===== config.mk =====
export PLATFORM = sky130hd
export DESIGN_NAME = ebl_top
export DESIGN_NICKNAME = d
export VERILOG_FILES = /design/src/core/ebl_pkg.sv /design/src/core/ebl_pin_sync.sv /design/src/core/ebl_ptr_mem.sv /design/src/core/ebl_top.sv
export SDC_FILE = /design/constraint.sdc
export NUM_CORES = 1
export LEC_CHECK = 0
export BUFFER_PORTS_ARGS = -buffer_cell sky130_fd_sc_hd__buf_2
export CORE_ASPECT_RATIO = 0.8
export CORE_MARGIN = 2
export CORE_UTILIZATION = 35
export CTS_CLUSTER_SIZE = 16
export DETAILED_ROUTE_END_ITERATION = 8
export PLACE_DENSITY = 0.48
export SYNTH_ARGS = -nofsm -noshare
export SYNTH_HDL_FRONTEND = slang
export SYNTH_SLANG_ARGS = --single-unit

===== constraint.sdc =====
create_clock -name sys_clk -period 7.2 [get_ports sys_clk]
set_input_delay 1.08 -clock sys_clk [delete_from_list [all_inputs] [get_ports sys_clk]]
set_output_delay 1.08 -clock sys_clk [all_outputs]
set_load 0.05 [all_outputs]

===== src/core/ebl_pkg.sv =====
// shared constants and carrier types for the external bus latch block
// assumes the oscillator clock drives sys_clk; one machine cycle is six of it
package ebl_pkg;

   // ----------------------------------------------------------------
   // register offsets
   // ----------------------------------------------------------------
   localparam logic [7:0] OFS_SYS_CTRL = 8'hB1;
   localparam logic [7:0] OFS_PTR_SEL  = 8'h92;
   localparam logic [7:0] OFS_PTR_LOW  = 8'h82;
   localparam logic [7:0] OFS_PTR_HIGH = 8'h83;
   localparam logic [7:0] OFS_MOVE_CMD = 8'hC0;
   localparam logic [7:0] OFS_MOVE_WR  = 8'hC1;
   localparam logic [7:0] OFS_MOVE_RD  = 8'hC2;
   localparam logic [7:0] OFS_STATUS   = 8'hC3;

   // ----------------------------------------------------------------
   // field positions and reset values
   // ----------------------------------------------------------------
   localparam int         SYS_ALE_EN_BIT = 5;
   localparam int         CMD_INC_BIT    = 0;
   localparam int         CMD_READ_BIT   = 1;
   localparam int         CMD_WRITE_BIT  = 2;
   localparam int         SEL_WIDTH      = 3;
   localparam int         PTR_COUNT      = 8;
   localparam logic [7:0] SYS_CTRL_RST   = 8'hA1;
   localparam logic [2:0] PTR_SEL_RST    = 3'h0;
   localparam logic [15:0] PTR_RST       = 16'h0000;

   // ----------------------------------------------------------------
   // timing, in oscillator periods (sys_clk is the oscillator)
   // ----------------------------------------------------------------
   localparam int         FETCH_PERIODS  = 3;
   localparam int         DATA_PERIODS   = 6;
   localparam int         OSC_PER_CLK    = 1;
   localparam logic [2:0] PH_LAST        = 3'(2 * FETCH_PERIODS / OSC_PER_CLK - 1);
   localparam logic [2:0] PH_ALE_A       = 3'h0;
   localparam logic [2:0] PH_ALE_B       = 3'(FETCH_PERIODS / OSC_PER_CLK);
   localparam logic [2:0] DATA_STB_CYC   = 3'(DATA_PERIODS / OSC_PER_CLK - 2);

   // ----------------------------------------------------------------
   // pin bundle
   // ----------------------------------------------------------------
   typedef struct packed {
      logic        ale;
      logic        fetch_n;
      logic        read_n;
      logic        write_n;
      logic [7:0]  p0_out;
      logic        p0_oe_n;
      logic [7:0]  p2_out;
   } ebl_pins_t;

   typedef enum logic [1:0] {MV_IDLE, MV_WAIT, MV_ADDR, MV_STROBE} ebl_move_t;

endpackage


===== src/core/ebl_pin_sync.sv =====
// three-stage synchroniser for a level arriving from a pin
// assumes the input may change at any time relative to sys_clk
`timescale 1ns/1ps
module ebl_pin_sync (
   // clock and reset
   input  wire logic sys_clk,
   input  wire logic rst_n,
   // level in and out
   input  wire logic pin_in,
   output logic      level_ff
);
   logic s1_ff, s2_ff, s3_ff;

   // ----------------------------------------------------------------
   // shift chain; s1 feeds only s2
   // ----------------------------------------------------------------
   always_ff @(posedge sys_clk or negedge rst_n) begin
      if (!rst_n) begin
         s1_ff <= 1'b1;
         s2_ff <= 1'b1;
         s3_ff <= 1'b1;
      end else begin
         s1_ff <= pin_in;
         s2_ff <= s1_ff;
         s3_ff <= s2_ff;
      end
   end

   // change accepted once second and third stage agree
   always_ff @(posedge sys_clk or negedge rst_n) begin
      if (!rst_n) begin
         level_ff <= 1'b1;
      end else if (s2_ff == s3_ff) begin
         level_ff <= s3_ff;
      end
   end
endmodule


===== src/core/ebl_ptr_mem.sv =====
// bank of eight 16-bit data pointers with one registered read port
// assumes the owner supplies the index it wants to see next cycle
`timescale 1ns/1ps
module ebl_ptr_mem
   import ebl_pkg::*;
(
   // clock and reset
   input  wire logic        sys_clk,
   input  wire logic        rst_n,
   // write port
   input  wire logic        wr_en,
   input  wire logic [2:0]  wr_idx,
   input  wire logic [15:0] wr_data,
   // read port
   input  wire logic [2:0]  rd_idx,
   output logic [15:0]      rd_q_ff
);
   logic [15:0] mem_ff [PTR_COUNT];

   // ----------------------------------------------------------------
   // storage, one entry per pointer
   // ----------------------------------------------------------------
   for (genvar i = 0; i < PTR_COUNT; i++) begin : g_ent
      always_ff @(posedge sys_clk or negedge rst_n) begin
         if (!rst_n) begin
            mem_ff[i] <= PTR_RST;
         end else if (wr_en && wr_idx == 3'(i)) begin
            mem_ff[i] <= wr_data;
         end
      end
   end

   // read with write forwarding so the port is never a cycle stale
   always_ff @(posedge sys_clk or negedge rst_n) begin
      if (!rst_n) begin
         rd_q_ff <= PTR_RST;
      end else if (wr_en && wr_idx == rd_idx) begin
         rd_q_ff <= wr_data;
      end else begin
         rd_q_ff <= mem_ff[rd_idx];
      end
   end
endmodule


===== src/core/ebl_top.sv =====
// external bus strobe generator with address-latch pulse and pointer bank
// assumes sys_clk is the oscillator and the register port is synchronous
//
// Functional notes
// - low address valid on port at latch fall
// - latch strobe pulses twice per machine cycle
// - no latch pulse while data strobes active
// - without data moves latch runs at third rate
// - latch enable bit resets one, writable
// - external access low forces latch enabled
// - eight 16-bit pointers, one active
// - three-bit select field picks active pointer
// - pointer operations act on selected entry only
// - active pointer seen as high and low bytes
// - port carries address then data, multiplexed
// - fetch cycle spans three oscillator periods
// - data cycle spans six oscillator periods
//
// Added by the designer: strobed register access.
`timescale 1ns/1ps
module ebl_top
   import ebl_pkg::*;
(
   // clock and reset
   input  wire logic            sys_clk,
   input  wire logic            rst_n,
   // register port
   input  wire logic [7:0]      reg_addr,
   input  wire logic [7:0]      reg_wdata,
   input  wire logic            reg_wr,
   input  wire logic            reg_rd,
   output logic [7:0]           reg_rdata_ff,
   // fetch source from the core
   input  wire logic            fetch_req,
   input  wire logic [15:0]     fetch_addr,
   // device pins
   input  wire logic            external_access_pin_n,
   input  wire logic [7:0]      mux_addr_data_port_in,
   output ebl_pkg::ebl_pins_t   pins_ff
);
   import ebl_pkg::*;

   // ----------------------------------------------------------------
   // declarations
   // ----------------------------------------------------------------
   logic [2:0]  phase_ff;
   logic [2:0]  nxt_phase;
   logic [7:0]  sys_ctrl_ff;
   logic [2:0]  ptr_sel_ff;
   logic [2:0]  nxt_ptr_sel;
   logic [7:0]  move_wr_ff;
   logic [7:0]  move_rd_ff;
   logic        move_is_wr_ff;
   logic        move_done_ff;
   ebl_move_t   move_ff;
   logic [2:0]  stb_cnt_ff;
   logic        ea_lvl;
   logic        ale_on;
   logic        fetch_on;
   logic [15:0] ptr_q;
   logic        ptr_we;
   logic [15:0] ptr_wdata;
   logic        wr_hit;
   logic        cmd_wr;
   logic        ale_slot;
   logic        data_slot;
   logic [15:0] fetch_lat_ff;
   ebl_pins_t   nxt_pins;

   assign wr_hit = reg_wr;
   assign cmd_wr = wr_hit && reg_addr == OFS_MOVE_CMD;

   // ----------------------------------------------------------------
   // external access pin crossing
   // ----------------------------------------------------------------
   ebl_pin_sync u_ea_sync (
      .sys_clk  (sys_clk),
      .rst_n    (rst_n),
      .pin_in   (external_access_pin_n),
      .level_ff (ea_lvl)
   );

   // ----------------------------------------------------------------
   // machine cycle phase counter, six oscillator periods
   // ----------------------------------------------------------------
   assign nxt_phase = (phase_ff == PH_LAST) ? 3'h0 : phase_ff + 3'h1;

   // free running so the latch slots recur every machine cycle
   always_ff @(posedge sys_clk or negedge rst_n) begin
      if (!rst_n) begin
         phase_ff <= PH_LAST;
      end else begin
         phase_ff <= nxt_phase;
      end
   end

   // ----------------------------------------------------------------
   // system control register
   // ----------------------------------------------------------------
   // all bits stored; only the latch enable steers logic here
   always_ff @(posedge sys_clk or negedge rst_n) begin
      if (!rst_n) begin
         sys_ctrl_ff <= SYS_CTRL_RST;
      end else if (wr_hit && reg_addr == OFS_SYS_CTRL) begin
         sys_ctrl_ff <= reg_wdata;
      end
   end

   // pin low overrides a cleared enable bit
   assign ale_on = sys_ctrl_ff[SYS_ALE_EN_BIT] || !ea_lvl;

   // ----------------------------------------------------------------
   // pointer select register
   // ----------------------------------------------------------------
   always_comb begin
      nxt_ptr_sel = ptr_sel_ff;
      if (wr_hit && reg_addr == OFS_PTR_SEL) begin
         nxt_ptr_sel = reg_wdata[SEL_WIDTH-1:0];
      end
   end

   always_ff @(posedge sys_clk or negedge rst_n) begin
      if (!rst_n) begin
         ptr_sel_ff <= PTR_SEL_RST;
      end else begin
         ptr_sel_ff <= nxt_ptr_sel;
      end
   end

   // ----------------------------------------------------------------
   // pointer bank and byte access
   // ----------------------------------------------------------------
   // reads the entry the select will hold next, so ptr_q is current
   ebl_ptr_mem u_ptr (
      .sys_clk (sys_clk),
      .rst_n   (rst_n),
      .wr_en   (ptr_we),
      .wr_idx  (ptr_sel_ff),
      .wr_data (ptr_wdata),
      .rd_idx  (nxt_ptr_sel),
      .rd_q_ff (ptr_q)
   );

   // byte writes and increment only touch the selected entry
   always_comb begin
      ptr_we    = 1'b0;
      ptr_wdata = ptr_q;
      if (wr_hit && reg_addr == OFS_PTR_LOW) begin
         ptr_we    = 1'b1;
         ptr_wdata = {ptr_q[15:8], reg_wdata};
      end else if (wr_hit && reg_addr == OFS_PTR_HIGH) begin
         ptr_we    = 1'b1;
         ptr_wdata = {reg_wdata, ptr_q[7:0]};
      end else if (cmd_wr && reg_wdata[CMD_INC_BIT]) begin
         ptr_we    = 1'b1;
         ptr_wdata = ptr_q + 16'h0001;
      end
   end

   // ----------------------------------------------------------------
   // external data move sequencer
   // ----------------------------------------------------------------
   // the move waits for the second latch slot, then runs its strobe
   always_ff @(posedge sys_clk or negedge rst_n) begin
      if (!rst_n) begin
         move_ff    <= MV_IDLE;
         stb_cnt_ff <= 3'h0;
      end else begin
         unique case (move_ff)
            MV_IDLE: begin
               if (cmd_wr && (reg_wdata[CMD_READ_BIT] ||
                              reg_wdata[CMD_WRITE_BIT])) begin
                  move_ff <= MV_WAIT;
               end
            end
            MV_WAIT: begin
               if (nxt_phase == PH_ALE_B) begin
                  move_ff <= MV_ADDR;
               end
            end
            MV_ADDR: begin
               move_ff    <= MV_STROBE;
               stb_cnt_ff <= DATA_STB_CYC;
            end
            // strobe low while the count runs 4..1, released at 0
            MV_STROBE: begin
               if (stb_cnt_ff == 3'h0) begin
                  move_ff <= MV_IDLE;
               end else begin
                  stb_cnt_ff <= stb_cnt_ff - 3'h1;
               end
            end
         endcase
      end
   end

   // direction, write byte and done flag
   always_ff @(posedge sys_clk or negedge rst_n) begin
      if (!rst_n) begin
         move_is_wr_ff <= 1'b0;
         move_wr_ff    <= 8'h00;
         move_done_ff  <= 1'b0;
      end else begin
         if (wr_hit && reg_addr == OFS_MOVE_WR) begin
            move_wr_ff <= reg_wdata;
         end
         if (move_ff == MV_IDLE && cmd_wr) begin
            move_is_wr_ff <= reg_wdata[CMD_WRITE_BIT];
         end
         // finishing wins over a clear in the same cycle
         if (move_ff == MV_STROBE && stb_cnt_ff == 3'h0) begin
            move_done_ff <= 1'b1;
         end else if (cmd_wr) begin
            move_done_ff <= 1'b0;
         end
      end
   end

   // byte sampled in the last strobe cycle, before release
   always_ff @(posedge sys_clk or negedge rst_n) begin
      if (!rst_n) begin
         move_rd_ff <= 8'h00;
      end else if (move_ff == MV_STROBE && stb_cnt_ff == 3'h0 &&
                   !move_is_wr_ff) begin
         move_rd_ff <= mux_addr_data_port_in;
      end
   end

   // ----------------------------------------------------------------
   // pin generation
   // ----------------------------------------------------------------
   assign ale_slot  = nxt_phase == PH_ALE_A || nxt_phase == PH_ALE_B;
   assign data_slot = move_ff == MV_ADDR || move_ff == MV_STROBE;
   // fetches yield their slots to a pending or running move
   assign fetch_on  = fetch_req && move_ff == MV_IDLE;

   // fetch address held for the whole three-period fetch
   always_ff @(posedge sys_clk or negedge rst_n) begin
      if (!rst_n) begin
         fetch_lat_ff <= 16'h0000;
      end else if (ale_slot) begin
         fetch_lat_ff <= fetch_addr;
      end
   end

   // next pin state from the phase that is about to start
   always_comb begin
      nxt_pins         = '0;
      nxt_pins.fetch_n = 1'b1;
      nxt_pins.read_n  = 1'b1;
      nxt_pins.write_n = 1'b1;
      nxt_pins.p0_oe_n = 1'b1;
      nxt_pins.p2_out  = pins_ff.p2_out;
      if (move_ff == MV_WAIT && nxt_phase == PH_ALE_B) begin
         // latch pulse for the move, pointer address on both ports
         nxt_pins.ale     = ale_on;
         nxt_pins.p0_out  = ptr_q[7:0];
         nxt_pins.p0_oe_n = 1'b0;
         nxt_pins.p2_out  = ptr_q[15:8];
      end else if (move_ff == MV_ADDR) begin
         // address held past the falling latch edge
         nxt_pins.p0_out  = pins_ff.p0_out;
         nxt_pins.p0_oe_n = 1'b0;
      end else if (move_ff == MV_STROBE) begin
         // data strobe active: latch pulse suppressed
         nxt_pins.ale     = 1'b0;
         nxt_pins.read_n  = move_is_wr_ff;
         nxt_pins.write_n = !move_is_wr_ff;
         nxt_pins.p0_out  = move_is_wr_ff ? move_wr_ff : 8'h00;
         nxt_pins.p0_oe_n = !move_is_wr_ff;
         if (stb_cnt_ff == 3'h0) begin
            // strobes released; the phase-3 slot pulses again
            nxt_pins.ale     = ale_on;
            nxt_pins.read_n  = 1'b1;
            nxt_pins.write_n = 1'b1;
            nxt_pins.p0_oe_n = 1'b1;
         end
      end else if (ale_slot) begin
         nxt_pins.ale     = ale_on;
         nxt_pins.p0_out  = fetch_addr[7:0];
         nxt_pins.p0_oe_n = !fetch_on;
         nxt_pins.p2_out  = fetch_on ? fetch_addr[15:8] : pins_ff.p2_out;
      end else if (phase_ff == PH_ALE_A || phase_ff == PH_ALE_B) begin
         // hold phase: address still driven, latch low
         nxt_pins.p0_out  = fetch_lat_ff[7:0];
         // keep driving what the pulse put out, even if the core lets go
         nxt_pins.p0_oe_n = pins_ff.p0_oe_n;
      end else if (fetch_on && !pins_ff.p0_oe_n) begin
         // third period of the fetch: strobe low, port released
         nxt_pins.fetch_n = 1'b0;
      end
   end

   always_ff @(posedge sys_clk or negedge rst_n) begin
      if (!rst_n) begin
         pins_ff         <= '0;
         pins_ff.fetch_n <= 1'b1;
         pins_ff.read_n  <= 1'b1;
         pins_ff.write_n <= 1'b1;
         pins_ff.p0_oe_n <= 1'b1;
      end else begin
         pins_ff <= nxt_pins;
      end
   end

   // ----------------------------------------------------------------
   // register read port, data one cycle after the strobe
   // ----------------------------------------------------------------
   always_ff @(posedge sys_clk or negedge rst_n) begin
      if (!rst_n) begin
         reg_rdata_ff <= 8'h00;
      end else if (reg_rd) begin
         unique case (reg_addr)
            OFS_SYS_CTRL: reg_rdata_ff <= sys_ctrl_ff;
            OFS_PTR_SEL:  reg_rdata_ff <= {5'h00, ptr_sel_ff};
            OFS_PTR_LOW:  reg_rdata_ff <= ptr_q[7:0];
            OFS_PTR_HIGH: reg_rdata_ff <= ptr_q[15:8];
            OFS_MOVE_WR:  reg_rdata_ff <= move_wr_ff;
            OFS_MOVE_RD:  reg_rdata_ff <= move_rd_ff;
            OFS_STATUS:   reg_rdata_ff <= {5'h00, ea_lvl, move_done_ff,
                                           move_ff != MV_IDLE};
            default:      reg_rdata_ff <= 8'h00;
         endcase
      end
   end

   // ----------------------------------------------------------------
   // checks
   // ----------------------------------------------------------------
   property p_ale_pair;
      @(posedge sys_clk) disable iff (!rst_n)
      (pins_ff.ale && data_slot == 1'b0 && move_ff == MV_IDLE) |->
         ##3 (pins_ff.ale || !ale_on || move_ff != MV_IDLE);
   endproperty
   a_ale_pair: assert property (p_ale_pair)
      else $error("latch pulses not three periods apart");

   property p_ale_rate;
      @(posedge sys_clk) disable iff (!rst_n)
      (move_ff == MV_IDLE && ale_on && pins_ff.ale) |->
         ##1 !pins_ff.ale ##1 !pins_ff.ale;
   endproperty
   a_ale_rate: assert property (p_ale_rate)
      else $error("latch pulse longer than one period");

   property p_no_ale_in_strobe;
      @(posedge sys_clk) disable iff (!rst_n)
      (!pins_ff.read_n || !pins_ff.write_n) |-> !pins_ff.ale;
   endproperty
   a_no_ale_in_strobe: assert property (p_no_ale_in_strobe)
      else $error("latch pulse during data strobe");

   property p_ea_forces;
      @(posedge sys_clk) disable iff (!rst_n)
      (!ea_lvl && move_ff == MV_IDLE && ale_slot) |=> pins_ff.ale;
   endproperty
   a_ea_forces: assert property (p_ea_forces)
      else $error("latch disabled while external access low");

   property p_addr_at_fall;
      @(posedge sys_clk) disable iff (!rst_n)
      (pins_ff.ale && !pins_ff.p0_oe_n) |=> !pins_ff.p0_oe_n &&
                      pins_ff.p0_out == $past(pins_ff.p0_out);
   endproperty
   a_addr_at_fall: assert property (p_addr_at_fall)
      else $error("low address not held at latch fall");

   property p_fetch_len;
      @(posedge sys_clk) disable iff (!rst_n)
      $fell(pins_ff.fetch_n) |->
         $past(pins_ff.ale, 2) ##1 pins_ff.fetch_n;
   endproperty
   a_fetch_len: assert property (p_fetch_len)
      else $error("fetch cycle not three periods");

   property p_data_len;
      @(posedge sys_clk) disable iff (!rst_n)
      (move_ff == MV_ADDR) |->
         ##2 (!pins_ff.read_n || !pins_ff.write_n) [*4]
         ##1 (pins_ff.read_n && pins_ff.write_n);
   endproperty
   a_data_len: assert property (p_data_len)
      else $error("data cycle not six periods");

   property p_sel_write;
      @(posedge sys_clk) disable iff (!rst_n)
      (reg_wr && reg_addr == OFS_PTR_SEL) |=>
         ptr_sel_ff == $past(reg_wdata[2:0]);
   endproperty
   a_sel_write: assert property (p_sel_write)
      else $error("pointer select not updated");

   property p_inc_sel;
      @(posedge sys_clk) disable iff (!rst_n)
      (cmd_wr && reg_wdata[CMD_INC_BIT] && !reg_rd) |=>
         ptr_q == $past(ptr_q) + 16'h0001;
   endproperty
   a_inc_sel: assert property (p_inc_sel)
      else $error("increment missed selected pointer");

   property p_ctrl_write;
      @(posedge sys_clk) disable iff (!rst_n)
      (reg_wr && reg_addr == OFS_SYS_CTRL) |=>
         sys_ctrl_ff[SYS_ALE_EN_BIT] == $past(reg_wdata[5]);
   endproperty
   a_ctrl_write: assert property (p_ctrl_write)
      else $error("latch enable bit not writable");

endmodule


==> impl_metrics.toml <==
[outcome]
run_status = "finished, final reports clean"

[detailed_routing]
route.met2.wl_um = 14700
drc = 0
avgViaCountPerCell = 5.45
wl_per_cell_um = 20.5
vias = 9147
met1Wirelength_um = 17200
wirelength_um = 34500
ant_nets = 0
wl_met3_um = 1970
dr.pass1.iters = 5
drt_iter0_drc = 631
top_layer = "met4"

[finish]
layout_common_cells = "208 x dfrtp_1, 193 x nand2_1, 163 x o21ai_0, 94 x mux2i_1, 79 x nand3_1"
synthToLayoutAreaGrowth_pct = 14.2
final_common_cell = "dfrtp_1"
final_nets = 1289
num_antenna_cells = 0
final_layout_size_suffix_gt1_share_pct = 16.7
fillers = 3270

[yosys]
yosys.area_share.simple_pct = 16.7
synth-edff-count = 0
synth.yosys.seq_area_share_pct = 48.8
ys_warn_count = 0
synthArstFlopShare_pct = 100
yosysUniqueCellTypes = 70
yosys.area_share.adder_pct = 1.29
synth_top_area_share_pct = 45.8
synth_cells = 1193
yosys.area.top_type = "dfrtp_1"
synth-seq-cells = 222
ys_top_cells_by_area = "dfrtp_1 46%, mux2i_1 8.2%, o21ai_0 7.1%, nand2_1 6.3%, nand3_1 3.5%"
syn_nets = 1250
synth_flop_cell = "dfrtp_1"
synth_top_family_by_area = "compound AO/OA/AOI/OAI gates"
synth_compound_area_share_pct = 17.5
syn_area_per_cell_um2 = 9.57
synthXorXnorAreaFrac_pct = 0.230
muxShareOfSynthArea_pct = 11.7
syn_area_um2 = 11400

[clocking]
cts_root_buf = "clkbuf_16"
cts_tree = "yes"
hold_buffers = 0
cts-resized-gates = 0
cts_buffers = 25
cts.sinks = 222
post_cts.repair.setup_buffers = 0
cts_max_level = 1
clk_pin_slew_worst_paths_ns = 0.06
clkLatencyLatePin_ns = 0.54
cts_buffer_depth = 3

[place]
portBuffers = 74
gp_congestion = 0.849
pre_cts_ws_ns = 2.93
dp_hpwl_um = 23600

[sta]
clock_skew_ns = 0.0207
setup_viol = 0
max_freq_ghz = 0.267
finalCritPeriodShare_pct = 52.0
finalHoldViolCount = 0
rsz0062_at_grt = "no"
worst_pin_slew_ns = 1.10
relSlewSlack_pct = 26.2
setup_tns_ns = 0
drv_slew = 0
timing.final.ws_setup_ns = 3.46
finalCriticalPeriod_ns = 3.74

[global_routing]
grt_pass1_vias = 8862
grt-ovfl-total = 0
grt_max_degree = 122
grt_pass1_wl_um = 54300
antenna_found_initial = 0
grtUsageTotal_pct = 20.7

[setup_path]
reg2reg_to = "u_ptr.rd_q_ff[5]$_DFF_PN0_"
cp-end-kind = "register"
arrival_ns = 4.16
crit_start = "reg_addr[0]"
critical_path_class = "in2reg"
r2r-start = "ptr_sel_ff[1]$_DFF_PN0_"
required_ns = 7.62
r2r_slack_ns = 4.02
rr_worst_depth = 8
critPathLaunchType = "input pin"
cp-endpoint = "u_ptr.rd_q_ff[5]$_DFF_PN0_"
path_max_fanout = 17

[power_and_ir_drop]
ir_worst_vdd_mv = 0.156
p_leak_nw = 5.46
p_per_area_nw_per_um2 = 260

[die]
core_um2 = 32300
rows = 59
start_util_pct = 35.3
io_pins = 75
dieArea_um2 = 34100
die_h_um = 166
die_width_um = 206

[job]
maxCapViolCount = 0

[worst_hold_path]
hold_class = "reg2reg"
sequential cells by signal (all words and copies together) (netlist names):
| register | flops |
|---|---|
| u_ptr.mem_ff | 128 |
| pins_ff | 21 |
| u_ptr.rd_q_ff | 16 |
| fetch_lat_ff | 8 |
| move_rd_ff | 8 |
| move_wr_ff | 8 |
| reg_rdata_ff | 8 |
| sys_ctrl_ff | 8 |
| phase_ff | 3 |
| ptr_sel_ff | 3 |
| stb_cnt_ff | 3 |
| move_ff | 2 |
| move_done_ff | 1 |
| move_is_wr_ff | 1 |
| u_ea_sync.level_ff | 1 |
| u_ea_sync.s1_ff | 1 |
| u_ea_sync.s2_ff | 1 |
| u_ea_sync.s3_ff | 1 |
metrics by stage:
step                      area [µm²]  hold WS, ns  util [%]  power (mW)  instances
after detailed placement       12200        0.348      37.7        2.07       1632
final                          13000        0.355      40.3        3.39       1677
after global placement         12200        0.346      37.7        2.07       1632
after CTS                      13000        0.357      40.3        3.43       1677
after global routing           13000        0.360      40.3        3.55       1677
after floorplan                11400        0.345         -        1.86       1193
where the power goes:
group | internal, mW | total (mW) | switching, mW | leakage [nW]
combinational | 0.175 | 0.614 | 0.439 | 2.07
clock | 0.807 | 1.34 | 0.531 | 0.414
sequential | 1.35 | 1.43 | 0.0790 | 2.98
worst max-delay path, stage by stage:
cell and delay (ns):
buf_2 0.13, or3_1 0.50, o31ai_2 0.25, buf_4 0.28, and2_1 0.69, inv_2 0.46, mux2i_1 0.36, o211ai_1 0.12
a31o_2 0.26
logic make-up (layout without fill, tap and decap cells):
kind of cell             Yosys count  after routing
AO/OA/AOI/OAI                    315            315
XOR/XNOR                           3              3
adder cells (fa/ha/maj)           12             12
buffers and inverters            109            166
flip-flops                       222            222
multiplexers                     129            129
AND/OR/NAND/NOR                  403            403
routing by layer:
metal | track usage [%] | vias to the layer above
met4 | 4.29 | 0
met5 | 0 | -
met1 | 31.5 | 4455
li1 | - | 4400
met2 | 30.7 | 244
met3 | 3.69 | 48
synthesized netlist by cell type (3+ instances only):
cell and n:
nand2b_1 3, and3_1 5, nand3b_1 16, a21o_1 7, a2111oi_0 3, a31o_2 8, a22oi_1 16, dfrtp_1 209
mux2i_1 94, o221ai_1 5, o211ai_1 45, a21oi_1 17, ha_1 11, o21ai_0 163, a32o_1 8, a211oi_1 4
nand3_1 79, nor2_1 41, inv_1 21, nand4_1 20, buf_1 9, o2bb2ai_1 10, nor2b_1 5, nor4bb_1 3
nor3_1 9, and2_1 7, o22ai_1 3, a32oi_1 3, nand2_1 193, buf_2 8, mux2_2 34, nor4_1 4
a222oi_1 5, clkbuf_1 66, or3_1 3, dfstp_2 13, o31ai_1 3
layout make-up:
cell class / count / area [µm²] / area share (%)
clock inverter: 7 / 113 / 0.863
sequential: 222 / 5570 / 42.7
inverter: 23 / 86.3 / 0.662
multi-input combinational: 862 / 5440 / 41.7
timing repair buffer: 98 / 561 / 4.30
tap: 427 / 534 / 4.10
clock buffer: 38 / 734 / 5.63
worst min path at each step:
stage	cells past startpoint	start	slack [ns]	to
after floorplan	0	u_ea_sync.s1_ff$_DFF_PN1_	0.35	u_ea_sync.s2_ff$_DFF_PN1_
after global placement	0	u_ea_sync.s1_ff$_DFF_PN1_	0.35	u_ea_sync.s2_ff$_DFF_PN1_
after detailed placement	0	u_ea_sync.s1_ff$_DFF_PN1_	0.35	u_ea_sync.s2_ff$_DFF_PN1_
after CTS	0	u_ea_sync.s1_ff$_DFF_PN1_	0.36	u_ea_sync.s2_ff$_DFF_PN1_
after global routing	0	u_ea_sync.s1_ff$_DFF_PN1_	0.36	u_ea_sync.s2_ff$_DFF_PN1_
final	0	u_ea_sync.s1_ff$_DFF_PN1_	0.36	u_ea_sync.s2_ff$_DFF_PN1_
No activity file was read; power rests on OpenSTA's default activity.
